**src/rtl/sleep_autoreply_pkg.sv**
```systemverilog
/*
  Constants, command codes, field layouts and carrier types for the
  sleep and automatic-reply control block.
  Assumes a 100 MHz system clock and a byte-level host serial port in front.
*/
package sleep_autoreply_pkg;

  // ---------------------------------------------------------------
  // host command codes
  // ---------------------------------------------------------------
  localparam logic [7:0] CMD_RD_RX_STATUS      = 8'h01;
  localparam logic [7:0] CMD_WR_ALERT_EN       = 8'h20;
  localparam logic [7:0] CMD_CLR_TX_BUF        = 8'h40;
  localparam logic [7:0] CMD_CLR_RX_BUF        = 8'h42;
  localparam logic [7:0] CMD_WR_TX_CFG         = 8'h66;
  localparam logic [7:0] CMD_TX_QUEUE          = 8'hB0;
  localparam logic [7:0] CMD_WR_LOAD_Q         = 8'hC0;
  localparam logic [7:0] CMD_RD_OPSTATE_STATUS = 8'h5B;
  localparam logic [7:0] CMD_WR_SLEEP          = 8'h5C;
  localparam logic [7:0] CMD_RD_OPSTATE_ALERT  = 8'h5D;
  localparam logic [7:0] CMD_WR_SLEEP_CFG      = 8'h5E;
  localparam logic [7:0] CMD_RD_GEN_STATUS     = 8'h5F;

  // ---------------------------------------------------------------
  // field positions
  // ---------------------------------------------------------------
  localparam int RX_ERR_ALERT_EN_BIT  = 7;
  localparam int RX_OVF_ALERT_EN_BIT  = 3;
  localparam int TX_AUTO_BIT          = 6;
  localparam int SLEEP_REQ_BIT        = 0;
  localparam int SPI_ERR_BIT          = 6;
  localparam int SAFE_CHAIN_ERR_BIT   = 1;
  localparam int SLEEP_EXIT_BIT       = 3;
  localparam int BAL_TIMEOUT_LSB      = 0;
  localparam int BAL_TIMEOUT_W        = 4;
  localparam int SLP_ALERT_EN_BIT     = 4;
  localparam int SCAN_INTERVAL_LSB    = 5;
  localparam int SCAN_INTERVAL_W      = 3;

  // ---------------------------------------------------------------
  // reset values and sizes
  // ---------------------------------------------------------------
  localparam logic [7:0] REG_RESET     = 8'h00;
  localparam int         TX_BUF_DEPTH  = 64;
  localparam int         TX_PTR_W      = 6;
  localparam logic [7:0] TX_BUF_MAX    = 8'h40;

  // ---------------------------------------------------------------
  // timing
  // ---------------------------------------------------------------
  localparam int CLK_PERIOD_NS = 10;
  localparam int TICK_TIME_NS  = 1000000;
  localparam int TICK_CYCLES   = TICK_TIME_NS / CLK_PERIOD_NS;

  // ---------------------------------------------------------------
  // carriers and states
  // ---------------------------------------------------------------
  typedef struct packed {
    logic       frame;
    logic       valid;
    logic [7:0] data;
  } host_byte_t;

  typedef struct packed {
    logic       valid;
    logic [7:0] data;
  } uart_byte_t;

  typedef enum logic [2:0] {ST_CMD, ST_DATA, ST_LEN, ST_LOAD, ST_SKIP} parse_state_t;

endpackage : sleep_autoreply_pkg

```
**src/rtl/sleep_and_autoreply_control.sv**
```systemverilog
/*
  Sleep-mode control and automatic-reply transmit logic of the bridge.
  Assumes a host serial front end that delivers framed bytes, a UART
  transmitter with a ready handshake and a receiver that flags preambles.
*/
// Function
// RULE1 - host writes the sleep request bit to enter sleep monitoring
// RULE2 - sleep entry refused during config verify, config load or safe monitoring
// RULE3 - sleep request bit clears itself whenever sleep is left
// RULE4 - commanded-mode alert packets stop once sleep is entered
// RULE5 - in sleep, alert packets only if enabled, at the scan interval
// RULE6 - sleep config holds a host-programmable balance-notify timeout
// RULE7 - balance timeout exits sleep, sets exit flag, raises alert output
// RULE8 - with auto reply set, each valid preamble resends the whole transmit buffer; preambles arriving while tx_busy is set are ignored
// RULE9 - host loads the reply with the load-queue write, up to buffer size
// RULE10 - auto reply inactive in safe monitoring or sleep
// RULE11 - command 20h writes alert enables; 88h enables rx error and overflow alerts
// RULE12 - command 66h with data 40h sets automatic reply enable
// RULE13 - load-queue write is C0h, length byte, then that many bytes
// RULE14 - command B0h transmits the load queue on the UART
// RULE15 - command 01h returns receive status, 11h when buffer empty
// RULE16 - chain error during safe monitoring sets opstate status bit 1
// RULE17 - transactions in sleep or safe monitoring rejected, SPI error flagged
// RULE18 - refused sleep request leaves bit clear and mode unchanged
module sleep_and_autoreply_control
  import sleep_autoreply_pkg::*;
#(
  parameter int TICK_CYC = TICK_CYCLES
) (
  // clock and reset
  input  wire logic       sys_clk_in,
  input  wire logic       reset_n_in,
  // host byte port
  input  wire host_byte_t host_in,
  output logic [7:0]      host_reply_out,
  // device state
  input  wire logic       cfg_verify_busy_in,
  input  wire logic       cfg_load_busy_in,
  input  wire logic       safe_monitor_mode_in,
  input  wire logic       chain_error_in,
  input  wire logic       commanded_alert_packet_cfg_in,
  input  wire logic [7:0] alert_packet_interval_in,
  // uart side
  input  wire logic       preamble_in,
  input  wire logic [7:0] rx_status_in,
  input  wire logic       rx_error_in,
  input  wire logic       rx_overflow_in,
  input  wire logic       uart_ready_in,
  output uart_byte_t      uart_tx_out,
  output logic            rx_clear_out,
  // status
  output logic            sleep_active_out,
  output logic            alert_packet_out,
  output logic            alert_out
);

  // ---------------------------------------------------------------
  // state
  // ---------------------------------------------------------------
  parse_state_t         state;
  logic [7:0]           cmd;
  logic [7:0]           alert_enable;
  logic [7:0]           tx_cfg;
  logic [7:0]           sleep_config_register;
  logic                 sleep_request_bit;
  logic                 sleep_exit_flag;
  logic                 safe_monitor_chain_error;
  logic                 spi_error;
  logic [7:0]           tx_buf [TX_BUF_DEPTH];
  logic [7:0]           tx_len;
  logic [7:0]           load_len;
  logic [TX_PTR_W-1:0]  wr_ptr;
  logic [TX_PTR_W-1:0]  rd_ptr;
  logic                 tx_busy;
  logic [31:0]          tick_cnt;
  logic [7:0]           bal_cnt;
  logic [7:0]           pkt_cnt;

  // ---------------------------------------------------------------
  // decode
  // ---------------------------------------------------------------
  wire logic byte_in      = host_in.frame && host_in.valid;
  wire logic cmd_byte     = byte_in && (state == ST_CMD);
  wire logic data_byte    = byte_in && (state == ST_DATA);
  wire logic busy_mode    = sleep_request_bit || safe_monitor_mode_in;
  // only status reads and the sleep register get through while asleep
  wire logic cmd_allowed  = (host_in.data == CMD_WR_SLEEP) || (host_in.data == CMD_RD_GEN_STATUS)
                         || (host_in.data == CMD_RD_OPSTATE_ALERT) || (host_in.data == CMD_RD_OPSTATE_STATUS)
                         || (host_in.data == CMD_RD_RX_STATUS);
  wire logic cmd_reject   = cmd_byte && busy_mode && !cmd_allowed;
  wire logic cmd_ok       = cmd_byte && !cmd_reject;
  wire logic rd_gen       = cmd_ok && (host_in.data == CMD_RD_GEN_STATUS);
  wire logic rd_op_alert  = cmd_ok && (host_in.data == CMD_RD_OPSTATE_ALERT);
  wire logic rd_op_status = cmd_ok && (host_in.data == CMD_RD_OPSTATE_STATUS);
  wire logic sleep_wr     = data_byte && (cmd == CMD_WR_SLEEP);
  wire logic sleep_block  = cfg_verify_busy_in || cfg_load_busy_in || safe_monitor_mode_in;
  wire logic sleep_enter  = sleep_wr && host_in.data[SLEEP_REQ_BIT] && !sleep_block;
  wire logic tick         = (tick_cnt == 32'(TICK_CYC - 1));
  wire logic [7:0] bal_limit  = 8'(sleep_config_register[BAL_TIMEOUT_LSB +: BAL_TIMEOUT_W]);
  wire logic bal_expire   = sleep_request_bit && (bal_limit != 8'h00) && tick && (bal_cnt == bal_limit - 8'h01);
  wire logic sleep_leave  = sleep_request_bit && (bal_expire || safe_monitor_mode_in
                         || (sleep_wr && !host_in.data[SLEEP_REQ_BIT]));
  wire logic [7:0] scan_limit = 8'(sleep_config_register[SCAN_INTERVAL_LSB +: SCAN_INTERVAL_W]) + 8'h01;
  wire logic [7:0] pkt_limit  = sleep_request_bit ? scan_limit : alert_packet_interval_in + 8'h01;
  wire logic pkt_enable   = sleep_request_bit ? sleep_config_register[SLP_ALERT_EN_BIT]
                         : (commanded_alert_packet_cfg_in && !safe_monitor_mode_in);
  wire logic auto_fire    = tx_cfg[TX_AUTO_BIT] && preamble_in && !busy_mode;
  wire logic queue_fire   = cmd_ok && (host_in.data == CMD_TX_QUEUE);
  wire logic tx_start     = !tx_busy && (tx_len != 8'h00) && (auto_fire || queue_fire);
  wire logic tx_load      = tx_busy && (!uart_tx_out.valid || uart_ready_in);
  wire logic tx_last      = ({2'b00, rd_ptr} == tx_len - 8'h01);
  wire logic buf_wr       = byte_in && (state == ST_LOAD);
  wire logic load_last    = ({2'b00, wr_ptr} == load_len - 8'h01);
  wire logic [7:0] len_cap = (host_in.data > TX_BUF_MAX) ? TX_BUF_MAX : host_in.data;

  // ---------------------------------------------------------------
  // command parser
  // ---------------------------------------------------------------
  always_ff @(posedge sys_clk_in) begin
    if (!reset_n_in) begin
      state <= ST_CMD;
      cmd   <= REG_RESET;
    end else if (!host_in.frame) begin
      state <= ST_CMD;
    end else if (host_in.valid) begin
      case (state)
        ST_CMD: begin
          cmd <= host_in.data;
          if (cmd_reject) begin
            state <= ST_SKIP; // RULE17
          end else begin
            case (host_in.data)
              CMD_WR_ALERT_EN, CMD_WR_TX_CFG, CMD_WR_SLEEP, CMD_WR_SLEEP_CFG: state <= ST_DATA;
              CMD_WR_LOAD_Q: state <= ST_LEN; // RULE13
              default: state <= ST_SKIP;
            endcase
          end
        end
        ST_DATA: state <= ST_SKIP;
        ST_LEN:  state <= (len_cap == 8'h00) ? ST_SKIP : ST_LOAD; // RULE13
        ST_LOAD: state <= load_last ? ST_SKIP : ST_LOAD; // RULE9
        default: state <= ST_SKIP;
      endcase
    end
  end

  // ---------------------------------------------------------------
  // host-written registers
  // ---------------------------------------------------------------
  always_ff @(posedge sys_clk_in) begin
    if (!reset_n_in) begin
      alert_enable          <= REG_RESET;
      tx_cfg                <= REG_RESET;
      sleep_config_register <= REG_RESET;
    end else if (data_byte) begin
      if (cmd == CMD_WR_ALERT_EN)
        alert_enable <= host_in.data; // RULE11
      if (cmd == CMD_WR_TX_CFG)
        tx_cfg <= host_in.data; // RULE12
      if (cmd == CMD_WR_SLEEP_CFG)
        sleep_config_register <= host_in.data; // RULE6
    end
  end

  // ---------------------------------------------------------------
  // sleep mode
  // ---------------------------------------------------------------
  always_ff @(posedge sys_clk_in) begin
    if (!reset_n_in) begin
      sleep_request_bit <= 1'b0;
    end else if (sleep_leave) begin
      sleep_request_bit <= 1'b0; // RULE3
    end else if (sleep_enter) begin
      sleep_request_bit <= 1'b1; // RULE1 RULE2 RULE18
    end
  end

  always_ff @(posedge sys_clk_in) begin
    if (!reset_n_in) begin
      tick_cnt <= 32'h0000_0000;
      bal_cnt  <= 8'h00;
      pkt_cnt  <= 8'h00;
    end else begin
      tick_cnt <= tick ? 32'h0000_0000 : tick_cnt + 32'h0000_0001;
      if (!sleep_request_bit || sleep_enter)
        bal_cnt <= 8'h00;
      else if (tick)
        bal_cnt <= bal_cnt + 8'h01; // RULE6
      // interval restarts at each mode change
      if (sleep_enter || sleep_leave || !pkt_enable)
        pkt_cnt <= 8'h00; // RULE4
      else if (tick)
        pkt_cnt <= (pkt_cnt == pkt_limit - 8'h01) ? 8'h00 : pkt_cnt + 8'h01;
    end
  end

  // ---------------------------------------------------------------
  // flags, set wins over clear-on-read
  // ---------------------------------------------------------------
  always_ff @(posedge sys_clk_in) begin
    if (!reset_n_in) begin
      sleep_exit_flag          <= 1'b0;
      safe_monitor_chain_error <= 1'b0;
      spi_error                <= 1'b0;
      alert_packet_out         <= 1'b0;
      rx_clear_out             <= 1'b0;
    end else begin
      if (bal_expire)
        sleep_exit_flag <= 1'b1; // RULE7
      else if (rd_op_alert)
        sleep_exit_flag <= 1'b0;
      if (safe_monitor_mode_in && chain_error_in)
        safe_monitor_chain_error <= 1'b1; // RULE16
      else if (rd_op_status)
        safe_monitor_chain_error <= 1'b0;
      if (cmd_reject)
        spi_error <= 1'b1; // RULE17
      else if (rd_gen)
        spi_error <= 1'b0;
      alert_packet_out <= pkt_enable && tick && (pkt_cnt == pkt_limit - 8'h01) && !sleep_enter; // RULE4 RULE5
      rx_clear_out     <= cmd_ok && (host_in.data == CMD_CLR_RX_BUF);
    end
  end

  // ---------------------------------------------------------------
  // reply byte for reads
  // ---------------------------------------------------------------
  always_ff @(posedge sys_clk_in) begin
    if (!reset_n_in) begin
      host_reply_out <= REG_RESET;
    end else if (cmd_ok) begin
      case (host_in.data)
        CMD_RD_RX_STATUS:      host_reply_out <= rx_status_in; // RULE15
        CMD_RD_GEN_STATUS:     host_reply_out <= 8'(spi_error) << SPI_ERR_BIT;
        CMD_RD_OPSTATE_ALERT:  host_reply_out <= 8'(sleep_exit_flag) << SLEEP_EXIT_BIT;
        CMD_RD_OPSTATE_STATUS: host_reply_out <= 8'(safe_monitor_chain_error) << SAFE_CHAIN_ERR_BIT;
        default:               host_reply_out <= REG_RESET;
      endcase
    end
  end

  // ---------------------------------------------------------------
  // transmit buffer and send engine
  // ---------------------------------------------------------------
  always_ff @(posedge sys_clk_in) begin
    if (buf_wr)
      tx_buf[wr_ptr] <= host_in.data; // RULE9
  end

  always_ff @(posedge sys_clk_in) begin
    if (!reset_n_in) begin
      tx_len   <= 8'h00;
      load_len <= 8'h00;
      wr_ptr   <= '0;
    end else if (byte_in && state == ST_LEN) begin
      load_len <= len_cap;
      tx_len   <= len_cap; // RULE13
      wr_ptr   <= '0;
    end else if (buf_wr) begin
      wr_ptr <= wr_ptr + 1'b1;
    end else if (cmd_ok && host_in.data == CMD_CLR_TX_BUF) begin
      tx_len <= 8'h00;
    end
  end

  always_ff @(posedge sys_clk_in) begin
    if (!reset_n_in) begin
      tx_busy     <= 1'b0;
      rd_ptr      <= '0;
      uart_tx_out <= '0;
    end else if (tx_start) begin
      tx_busy <= 1'b1; // RULE8 RULE10 RULE14
      rd_ptr  <= '0;
      if (uart_ready_in)
        uart_tx_out.valid <= 1'b0;
    end else if (tx_load) begin
      uart_tx_out.valid <= 1'b1;
      uart_tx_out.data  <= tx_buf[rd_ptr];
      rd_ptr            <= rd_ptr + 1'b1;
      if (tx_last)
        tx_busy <= 1'b0; // RULE8
    end else if (uart_ready_in) begin
      uart_tx_out.valid <= 1'b0;
    end
  end

  // ---------------------------------------------------------------
  // outputs
  // ---------------------------------------------------------------
  assign sleep_active_out = sleep_request_bit;
  assign alert_out = sleep_exit_flag // RULE7
                  || (rx_error_in && alert_enable[RX_ERR_ALERT_EN_BIT]) // RULE11
                  || (rx_overflow_in && alert_enable[RX_OVF_ALERT_EN_BIT]);

endmodule : sleep_and_autoreply_control

```
**config.mk**
```make
export PLATFORM = sky130hd
export DESIGN_NAME = sleep_and_autoreply_control
export DESIGN_NICKNAME = d
export VERILOG_FILES = /design/src/rtl/sleep_autoreply_pkg.sv /design/src/rtl/sleep_and_autoreply_control.sv
export SDC_FILE = /design/constraint.sdc
export NUM_CORES = 1
export LEC_CHECK = 0
export BUFFER_PORTS_ARGS = -buffer_cell sky130_fd_sc_hd__buf_4
export CAP_MARGIN = 10
export CORE_ASPECT_RATIO = 0.9
export CORE_UTILIZATION = 40
export DETAILED_ROUTE_END_ITERATION = 6
export PLACE_DENSITY = 0.6
export SYNTH_ARGS = -nofsm -noshare
export SYNTH_HDL_FRONTEND = slang
export SYNTH_SLANG_ARGS = --single-unit
export TNS_END_PERCENT = 1
```
**constraint.sdc**
```tcl
create_clock -name sys_clk_in -period 7 [get_ports sys_clk_in]
set_input_delay 0.7 -clock sys_clk_in [delete_from_list [all_inputs] [get_ports sys_clk_in]]
set_output_delay 0.7 -clock sys_clk_in [all_outputs]
set_load 0.02 [all_outputs]
```
==> flow_metrics.py, run 1 <==
metrics = {
    "timing": {
        "postLayoutSetupSlackWorst_ps": 3463,
        "finalCritPeriodShare": 0.5053,
        "period_minus_slack_ps": 3537,
        "rsz0062_at_grt": "no",
        "transition_time_of_the_tightest_slew_check_pin_ps": 1254,
        "setup_viol": 0,
        "achievable-frequency_mhz": 282.7,
        "finClkSkew_ps": 66.04,
        "fin_setup_tns_ps": 0,
        "slew_headroom": 0.1638,
        "finalHoldViolations": 0,
        "max_slew_violation_count": 0,
    },
    "global_routing": {
        "grt-ovfl-total": 0,
        "grt.total_usage": 0.1782,
        "wire_length_of_the_first_global_routing_pass_um": 89700,
        "largest_net_degree_at_the_start_of_global_routing": 77,
        "grt_antenna_before_repair": 0,
        "grt_pass1_vias": 14250,
    },
    "detailed_routing": {
        "post-route-drc-count": 0,
        "detail_route.first_pass.iterations": 5,
        "routed-via-count": 14250,
        "antenna_violating_nets_post_route": 0,
        "wl_per_cell_um": 22.88,
        "drtIter0Drc": 1152,
        "vias_per_cell": 5.609,
        "drt_wl_total_um": 58140,
    },
    "die": {
        "width_of_the_die_um": 271.2,
        "placementRows": 88,
        "dieHeight_um": 244.3,
        "die_area_um2": 66250,
        "top_level_ports": 58,
        "initial_standard_cell_utilization_of_the_core": 0.4057,
        "floorplan_core_area_um2": 64300,
    },
    "synthesis": {
        "synth.net_count": 1629,
        "synth-main-ff-cell": "edfxtp_1",
        "mean_area_per_synthesized_cell_um2": 16.52,
        "synth.distinct_cells": 67,
        "synth.cell_area_um2": 26090,
        "synth_top_area_share": 0.5893,
        "synth_area_leaders": "edfxtp_1 59%, mux4_2 14%, dfxtp_1 9.4%, nor2_1 2.3%, xnor2_1 1.5%",
        "syn_inst": 1579,
        "synth_seq_area_share": 0.6829,
        "synth.largest_area_cell": "edfxtp_1",
        "asyncSetResetFlopFracSynth": 0,
        "synth_edf_count": 512,
        "ys_ff_latch": 634,
        "synth_warnings": 0,
    },
    "layout": {
        "commonest_non_fill_non_tap_cells_in_the_layout": "512 x edfxtp_1, 160 x mux4_2, 157 x nor2_1",
        "num_antenna_cells": 0,
        "stdcell_count": 2541,
        "most_common_library_cell_in_the_layout_ignoring_fill_and_taps": "edfxtp_1",
        "finish.utilization": 0.4580,
        "final_layout_size_suffix_gt1_frac": 0.2011,
        "nFillCells": 5583,
        "layout-area-overhead-vs-synth_pct": 12.88,
        "nNetsFinal": 1685,
    },
    "cts": {
        "numCtsBuffers": 61,
        "clock_insertion_delay_worst_skew_ps": 660,
        "number_of_post_cts_setup_repair_buffers": 0,
        "cts_hold_repair.buffers": 0,
        "htree_num_levels": 2,
        "clk_pin_slew_ps": 60,
        "cts_tree": "built",
        "root_buffer": "clkbuf_16",
        "post_cts_resize_count": 0,
        "cts.sink_count": 634,
        "cts_max_path_buffers": 3,
    },
    "worst_setup_path": {
        "rrSetupSlack_ps": 3460,
        "worstSetupStartpointType": "register",
        "worstPathMaxFanout": 36,
        "critical_path.endpoint_type": "register",
        "critical_path.cell_chain": "buf_4 -> mux4_2 -> mux4_2 -> a22o_1 -> a221oi_1 -> o21ai_0",
        "critical-path-max-stage-delay_ps": 820,
        "worst_setup_path_startpoint": "rd_ptr[0]",
        "critical_path_required_ps": 7500,
        "critPathKind": "register to register",
        "most_prevalent_standard_cell_on_the_critical_path": "mux4_2",
        "worst_path_max_delay_cell": "dfxtp_4",
        "critical_path.reg2reg.endpoint": "uart_tx_out[7]",
        "r2r_cell_count": 6,
        "worst_r2r_startpoint": "rd_ptr[0]",
        "cp_data_arrival_time_ps": 4040,
    },
    "power_and_ir_drop": {
        "worst_vdd_rail_ir_drop_mv": 0.2859,
        "p_per_cell_area_nw_per_um2": 256.5,
        "leakage_power_uw": 0.009084,
        "fin_total_pwr_uw": 7555,
    },
    "placed_design": {
        "io_buffer_count": 57,
        "detailedPlacementHpwl_um": 36090,
        "worst_setup_slack_post_dpl_ps": 3368,
        "instance_count_after_placement_with_tap_cells_included": 2426,
        "gp_congestion": 0.8250,
    },
    "worst_hold_path": {
        "holdCritStartpoint": "host_in[8]",
        "hold_path_class": "primary input to register",
        "hold-path-endpoint": "state[1]",
        "min_delay_path_depth": 2,
    },
    "flow_run": {
        "max_cap_violations": 0,
    },
    "status": {
        "result_of_the_run": "finished clean",
    },
}
worst max path at each step:
stage / end / slack, ps / cells past startpoint
after floorplan: pkt_cnt[6] / 3780 / 8
after global placement: tx_len[3] / 3240 / 8
after detailed placement: tx_len[3] / 3370 / 7
after CTS: uart_tx_out[7] / 3410 / 6
after global routing: uart_tx_out[7] / 3240 / 6
final: uart_tx_out[7] / 3460 / 6
where the power goes:
part / switching (µW) / total (µW) / internal [µW]
Sequential: 4.73 / 4070 / 4070
Combinational: 101 / 140 / 39.4
Clock: 1440 / 3340 / 1900
Total: 1540 / 7550 / 6010
logic make-up (layout without fill, tap and decap cells):
kind of cell,after synthesis,after routing,share of synthesized area
AND/OR/NAND/NOR,430,430,0.08340
adder cells (fa/ha/maj),13,13,0.006235
buffers and inverters,101,208,0.01516
XOR/XNOR,80,80,0.02686
multiplexers,183,183,0.1470
flip-flops,634,634,0.6829
AO/OA/AOI/OAI,138,138,0.03837
routing by layer:
metal	part of all wire	GRT usage	up-vias
li1	-	-	6351
met1	0.45	0.2597	7445
met2	0.48	0.2781	394
met3	0.059	0.03191	63
met4	0.016	0.04131	0
met5	0	0	-
critical path, delay by kind of cell, from the launching register on:
family	cells	cell delay [ps]
buf+inv	1	720
flops	1	820
mux	2	1120
compound gates	3	680
synth_stat cells (13+ instances only):
library cell,instances
nor2b_1,27
nor2_1,157
o21ai_0,23
nand2_1,61
mux2i_1,21
ha_1,13
xor2_1,35
dfxtp_1,122
inv_1,25
nand4_1,19
xnor2_1,45
and3_1,16
edfxtp_1,512
a22o_1,19
nand3_1,50
nor4_1,19
mux4_2,160
a21oi_1,17
clkbuf_1,56
flip-flops by register name (all words and copies together), names as in the netlist, 2 cells and up:
register and count:
alert_enable 2, uart_tx_out 9, sleep_config_register 8, tx_len 8, load_len 8, wr_ptr 6
tx_buf 512, tick_cnt 32, state 3, host_reply_out 8, pkt_cnt 8, bal_cnt 8
rd_ptr 6, cmd 8
through the flow:
step           hold WS, ps  cell area (µm²)
6_report             320.2            29450
5_1_grt              297.1            29450
4_1_cts              280.3            29440
3_5_place_dp         449.2            27390
3_3_place_gp         443.7            27390
2_1_floorplan        426.1            26090
final cells by class:
cell class                 count  area, µm²  area share
sequential                   634      17830      0.6053
multi-input combinational    844       7881      0.2676
clock buffer                  69       1556     0.05285
tap                          855       1070     0.03633
timing repair buffer          69      528.0     0.01793
clock inverter                45      493.0     0.01674
inverter                      25      93.84    0.003186
Note: power is estimated with default switching activity, not from simulation.
==> run 2, diff against run 1 <==
--- a/config.mk
+++ b/config.mk
@@ -10,7 +10,7 @@
 export CORE_ASPECT_RATIO = 0.9
 export CORE_UTILIZATION = 40
 export DETAILED_ROUTE_END_ITERATION = 6
-export PLACE_DENSITY = 0.6
+export PLACE_DENSITY = 0.62
 export SYNTH_ARGS = -nofsm -noshare
 export SYNTH_HDL_FRONTEND = slang
 export SYNTH_SLANG_ARGS = --single-unit
==> constraint.sdc (replaced) <==
create_clock -name sys_clk_in -period 3.25 [get_ports sys_clk_in]
set_input_delay 0.325 -clock sys_clk_in [delete_from_list [all_inputs] [get_ports sys_clk_in]]
set_output_delay 0.325 -clock sys_clk_in [all_outputs]
set_load 0.02 [all_outputs]
==> run 2 against run 1 <==
Against the previous run:
- worst setup slack lost 3300 ps
- non-clock buffer count grew 100
- sequential power grew 120%
- cell count grew 4.1%
- sequential cell count is the same
- clock power grew 120%
- sequential share of layout area shrank 1.8 points
- largest cell class unchanged
==> flow_metrics.py, run 2 (synthesized netlist as in run 1, its figures left out) <==
metrics = {
    "layout": {
        "top_regs": "tx_buf (512), tick_cnt (32), uart_tx_out (9)",
        "top_register": "tx_buf",
        "most_common_library_cell_in_the_layout_ignoring_fill_and_taps": "edfxtp_1",
        "commonest_non_fill_non_tap_cells_in_the_layout": "512 x edfxtp_1, 160 x mux4_2, 157 x nor2_1",
        "multi_input_area_um2": 7881,
        "layout-area-overhead-vs-synth_pct": 16.44,
        "final_area_um2": 30380,
        "stdcell_count": 2646,
        "nNetsFinal": 1791,
        "largest_register_ff_count": 512,
        "num_antenna_cells": 0,
        "final_layout_size_suffix_gt1_frac": 0.2451,
        "nFillCells": 5479,
        "sequential_cell_area_um2": 17830,
    },
    "detailed_routing": {
        "detail_route.first_pass.iterations": 6,
        "drtIter0Drc": 1199,
        "vias_per_cell": 5.505,
        "post-route-drc-count": 0,
        "wl_per_cell_um": 22.45,
        "antenna_violating_nets_post_route": 0,
        "routed-via-count": 14570,
        "drt_wl_total_um": 59410,
    },
    "placed_design": {
        "io_buffer_count": 57,
        "gp_congestion": 0.8226,
        "instance_count_after_placement_with_tap_cells_included": 2521,
        "post_dp_cell_area_um2": 28180,
        "detailedPlacementHpwl_um": 37760,
    },
    "power_and_ir_drop": {
        "clockPowerShare": 0.451,
        "swShare": 0.2005,
        "worst_vdd_rail_ir_drop_mv": 0.4527,
        "power.internal_uw": 13250,
        "p_per_cell_area_nw_per_um2": 545.7,
        "p_comb_frac": 0.020,
        "part_of_the_power_in_registers": 0.530,
        "leakage_power_uw": 0.009691,
        "switching_power_uw": 3323,
        "fin_total_pwr_uw": 16580,
    },
    "cts": {
        "numCtsBuffers": 67,
        "clock_insertion_delay_worst_skew_ps": 600,
        "post_cts_resize_count": 0,
        "htree_num_levels": 3,
        "cts_max_path_buffers": 3,
        "cts.sink_count": 634,
        "root_buffer": "clkbuf_16",
        "cts_tree": "built",
        "clk_pin_slew_ps": 60,
    },
    "global_routing": {
        "wire_length_of_the_first_global_routing_pass_um": 90240,
        "grt_pass1_vias": 14460,
        "grt.total_usage": 0.1817,
        "largest_net_degree_at_the_start_of_global_routing": 74,
        "grt_antenna_before_repair": 2,
        "grt-ovfl-total": 0,
    },
    "worst_setup_path": {
        "critPathKind": "register to register",
        "cp_data_arrival_time_ps": 3590,
        "worstSetupStartpointType": "register",
        "rrSetupSlack_ps": 150,
        "critical_path_required_ps": 3740,
        "critical_path.endpoint_type": "register",
        "worstPathMaxFanout": 8,
    },
    "die": {
        "width_of_the_die_um": 271.2,
        "die_area_um2": 66250,
        "placementRows": 88,
        "dieHeight_um": 244.3,
        "top_level_ports": 58,
        "initial_standard_cell_utilization_of_the_core": 0.4057,
        "floorplan_core_area_um2": 64300,
    },
    "status": {
        "result_of_the_run": "finished clean",
    },
    "timing": {
        "finClkSkew_ps": 19.21,
        "achievable-frequency_mhz": 322.6,
        "finalHoldViolations": 0,
        "period_minus_slack_ps": 3100,
        "rsz0062_at_grt": "no",
        "slew_headroom": 0.4187,
        "fin_setup_tns_ps": 0,
        "finalCritPeriodShare": 0.9538,
        "max_slew_violation_count": 0,
        "transition_time_of_the_tightest_slew_check_pin_ps": 871.9,
        "setup_viol": 0,
    },
    "flow_run": {
        "max_cap_violations": 0,
    },
    "worst_hold_path": {
        "hold_path_class": "primary input to register",
    },
}
==> run 2: what timing repair did <==
item	4_1_cts	5_1_grt
hold buffers	6	0
endpoints found under the hold margin	6	0
setup buffers	0	0
==> run 2: critical path, cell delays in order (launching register included) <==
cell     delay, ps
dfxtp_1        340
or4_1          550
or4_4          520
or4_1          690
nor4_2         390
a311o_2        190
a21oi_2        100
and3_1         200
==> run 2: cell type report <==
cell class	instances	share of cell area
flip-flops and latches	634	0.5869
multi-input cells	844	0.2595
clock buffers	85	0.05878
repair buffers	169	0.04514
well taps	855	0.03522
clock inverters	34	0.01145
inverters	25	0.003089
==> run 2: power groups by stage <==
stage / Clock [µW] / Combinational [µW] / Sequential, µW
final: 7470 / 328 / 8780
after global routing: 7930 / 358 / 8780
after CTS: 7640 / 332 / 8780
after detailed placement: 0 / 326 / 8950
after global placement: 0 / 312 / 8950
after floorplan: 0 / 121 / 8950
==> run 2: path summary, 6_finish.rpt <==
kind | start | to | cells after the start
worst max register to register | tick_cnt[18] | pkt_cnt[6] | 7
worst max-delay path | tick_cnt[18] | pkt_cnt[6] | 7
worst min register to register | host_reply_out[4] | host_reply_out[4] | 2
worst min-delay path | rx_status_in[5] | host_reply_out[5] | 3
==> run 2: stage by stage <==
stage	util	setup slack [ps]	hold slack (ps)
6_report	0.4724	150.2	35.57
5_1_grt	0.4724	35.42	35.78
4_1_cts	0.4724	133.6	9.721
3_5_place_dp	0.4383	91.47	465.8
3_3_place_gp	0.4383	129.9	439.5
2_1_floorplan	-	215.0	423.9
==> run 2: metal layers <==
metal	vias up	share of wire	GRT usage
met5	-	0	0
met4	0	0.018	0.04759
met3	81	0.058	0.04242
met2	398	0.46	0.2792
met1	7512	0.46	0.2601
li1	6574	-	-
==> run 3, diff against run 2 <==
==> constraint.sdc (replaced) <==
create_clock -name sys_clk_in -period 2.56 [get_ports sys_clk_in]
set_input_delay 0.256 -clock sys_clk_in [delete_from_list [all_inputs] [get_ports sys_clk_in]]
set_output_delay 0.256 -clock sys_clk_in [all_outputs]
set_load 0.02 [all_outputs]
==> run 3 against run 2 <==
Against the previous run:
- the flow now finishes with violations (setup timing)
- register-to-register slack got worse by 180 ps
- worst hold slack got worse by 8.5 ps
- clock skew rose by 12 ps
- clock power increased by 31%
- fmax rose by 20%
- sequential share of layout area down 2.4 points
- cell area increased by 4.2%
- combinational power grew 46%
- via count rose by 3.6%
- first-iteration DRC count is 6.1% higher
- critical path type unchanged
- critical endpoint is now uart_tx_out[0]
==> flow_metrics.py, run 3 (synthesized netlist as in run 1, its figures left out) <==
metrics = {
    "timing": {
        "fin_setup_tns_ps": -131.9,
        "setup_viol": 8,
        "max_slew_violation_count": 0,
        "finalCritPeriodShare": 1.013,
        "fin_hold_ws_ps": 27.12,
        "slew_headroom": 0.1757,
        "achievable-frequency_mhz": 385.5,
        "rsz0062_at_grt": "yes",
        "period_minus_slack_ps": 2594,
        "finClkSkew_ps": 31.29,
        "finalHoldViolations": 0,
        "transition_time_of_the_tightest_slew_check_pin_ps": 1234,
        "postLayoutSetupSlackWorst_ps": -33.91,
    },
    "worst_setup_path": {
        "worst_setup_path_startpoint": "rd_ptr[0]",
        "critPathKind": "register to register",
        "critical_path.reg2reg.endpoint": "uart_tx_out[0]",
        "rrSetupSlack_ps": -30,
        "critical_path_required_ps": 3030,
        "worstSetupStartpointType": "register",
        "r2r_cell_count": 7,
        "critical_path.endpoint_type": "register",
        "worstPathMaxFanout": 7,
        "worst_r2r_startpoint": "rd_ptr[0]",
        "cp_data_arrival_time_ps": 3060,
    },
    "detailed_routing": {
        "wl_per_cell_um": 22.64,
        "detail_route.first_pass.iterations": 5,
        "routed-via-count": 15100,
        "drtIter0Drc": 1272,
        "vias_per_cell": 5.507,
        "drt_wl_total_um": 62070,
        "antenna_violating_nets_post_route": 0,
        "post-route-drc-count": 0,
    },
    "cts": {
        "numCtsBuffers": 67,
        "cts_tree": "built",
        "clk_pin_slew_ps": 60,
        "cts.sink_count": 634,
        "cts_max_path_buffers": 3,
        "clock_insertion_delay_worst_skew_ps": 620,
        "root_buffer": "clkbuf_16",
        "htree_num_levels": 3,
    },
    "worst_hold_path": {
        "hold_path_class": "primary input to register",
        "min_delay_path_depth": 4,
        "holdCritStartpoint": "rx_status_in[1]",
        "hold-path-endpoint": "host_reply_out[1]",
    },
    "layout": {
        "nNetsFinal": 1881,
        "final_layout_size_suffix_gt1_frac": 0.2985,
        "top_register": "tx_buf",
        "most_common_library_cell_in_the_layout_ignoring_fill_and_taps": "edfxtp_1",
        "largest_register_ff_count": 512,
        "stdcell_count": 2741,
        "layout-area-overhead-vs-synth_pct": 21.35,
        "top_regs": "tx_buf (512), tick_cnt (32), uart_tx_out (9)",
        "final_area_um2": 31660,
        "num_antenna_cells": 0,
        "finish.utilization": 0.4924,
        "commonest_non_fill_non_tap_cells_in_the_layout": "512 x edfxtp_1, 222 x buf_4, 160 x mux4_2",
        "nFillCells": 5354,
    },
    "power_and_ir_drop": {
        "swShare": 0.2034,
        "power.internal_uw": 17060,
        "worst_vdd_rail_ir_drop_mv": 0.3804,
        "p_comb_frac": 0.022,
        "switching_power_uw": 4356,
        "clockPowerShare": 0.457,
        "p_per_cell_area_nw_per_um2": 676.5,
        "leakage_power_uw": 0.01031,
        "part_of_the_power_in_registers": 0.520,
    },
    "global_routing": {
        "largest_net_degree_at_the_start_of_global_routing": 70,
        "wire_length_of_the_first_global_routing_pass_um": 95380,
        "grt-ovfl-total": 0,
        "grt_pass1_vias": 15270,
        "grt.total_usage": 0.1911,
        "grt_antenna_before_repair": 2,
    },
    "placed_design": {
        "instance_count_after_placement_with_tap_cells_included": 2593,
        "detailedPlacementHpwl_um": 39740,
        "io_buffer_count": 57,
        "gp_congestion": 0.8673,
        "post_dp_cell_area_um2": 28840,
    },
    "flow_run": {
        "max_cap_violations": 0,
    },
    "die": {
        "initial_standard_cell_utilization_of_the_core": 0.4057,
        "dieHeight_um": 244.3,
        "die_area_um2": 66250,
        "placementRows": 88,
        "top_level_ports": 58,
        "width_of_the_die_um": 271.2,
        "floorplan_core_area_um2": 64300,
    },
    "status": {
        "violated_checks": "setup timing",
        "result_of_the_run": "finished with violations",
    },
}
-- run 3: per-layer routing --
layer,up-vias,track usage,share of wire
met5,-,0,0.00040
met4,4,0.04907,0.020
met3,94,0.03702,0.059
met2,418,0.3026,0.48
met1,7811,0.2712,0.44
li1,6768,-,-
-- run 3: how the worst max path moves through the flow --
stage,endpoint,depth (start not counted),slack [ps]
2_1_floorplan,pkt_cnt[0],8,-130
3_3_place_gp,pkt_cnt[0],9,-330
3_5_place_dp,pkt_cnt[0],9,-360
4_1_cts,pkt_cnt[7],5,-40
5_1_grt,pkt_cnt[4],10,-140
6_report,uart_tx_out[0],7,-30
-- run 3: per-stage QoR --
stage | worst slack (ps) | power, µW
finish | -33.91 | 21420
global route | -143.9 | 22040
global placement | -333.9 | 11810
CTS | -44.15 | 21620
floorplan | -128.8 | 11520
detailed placement | -355.8 | 11830
-- run 3: cell type report --
| cell class | count | area (µm²) | share of cell area |
|---|---|---|---|
| Clock buffer | 90 | 1897 | 0.05991 |
| Clock inverter | 34 | 350.3 | 0.01107 |
| Inverter | 25 | 93.84 | 0.002964 |
| Multi-Input combinational cell | 844 | 8149 | 0.2574 |
| Sequential cell | 634 | 17830 | 0.5633 |
| Tap cell | 855 | 1070 | 0.03379 |
| Timing Repair Buffer | 259 | 2267 | 0.07161 |
-- run 3: timing repair --
item / CTS / global route
endpoints found under the hold margin: 16 / 0
setup buffers: 8 / 1
pin swaps: 9 / 8
endpoints found under the setup margin: 19 / 21
hold buffers: 13 / 0
resized for setup: 30 / 27
cloned: 2 / 0
-- run 3: power by group through the flow --
stage / registers [µW] / logic, µW / clock network, µW
after floorplan: 11400 / 159 / 0
after global placement: 11400 / 446 / 0
after detailed placement: 11400 / 463 / 0
after CTS: 11100 / 482 / 9990
after global routing: 11100 / 520 / 10400
final: 11100 / 479 / 9790
-- run 3: worst max-delay path: stages (launching register included) --
cell and delay (ps):
dfxtp_4 360, buf_12 140, bufbuf_16 280, mux4_2 540, mux4_2 520, a22o_4 280, a221oi_4 210, o21ai_1 100
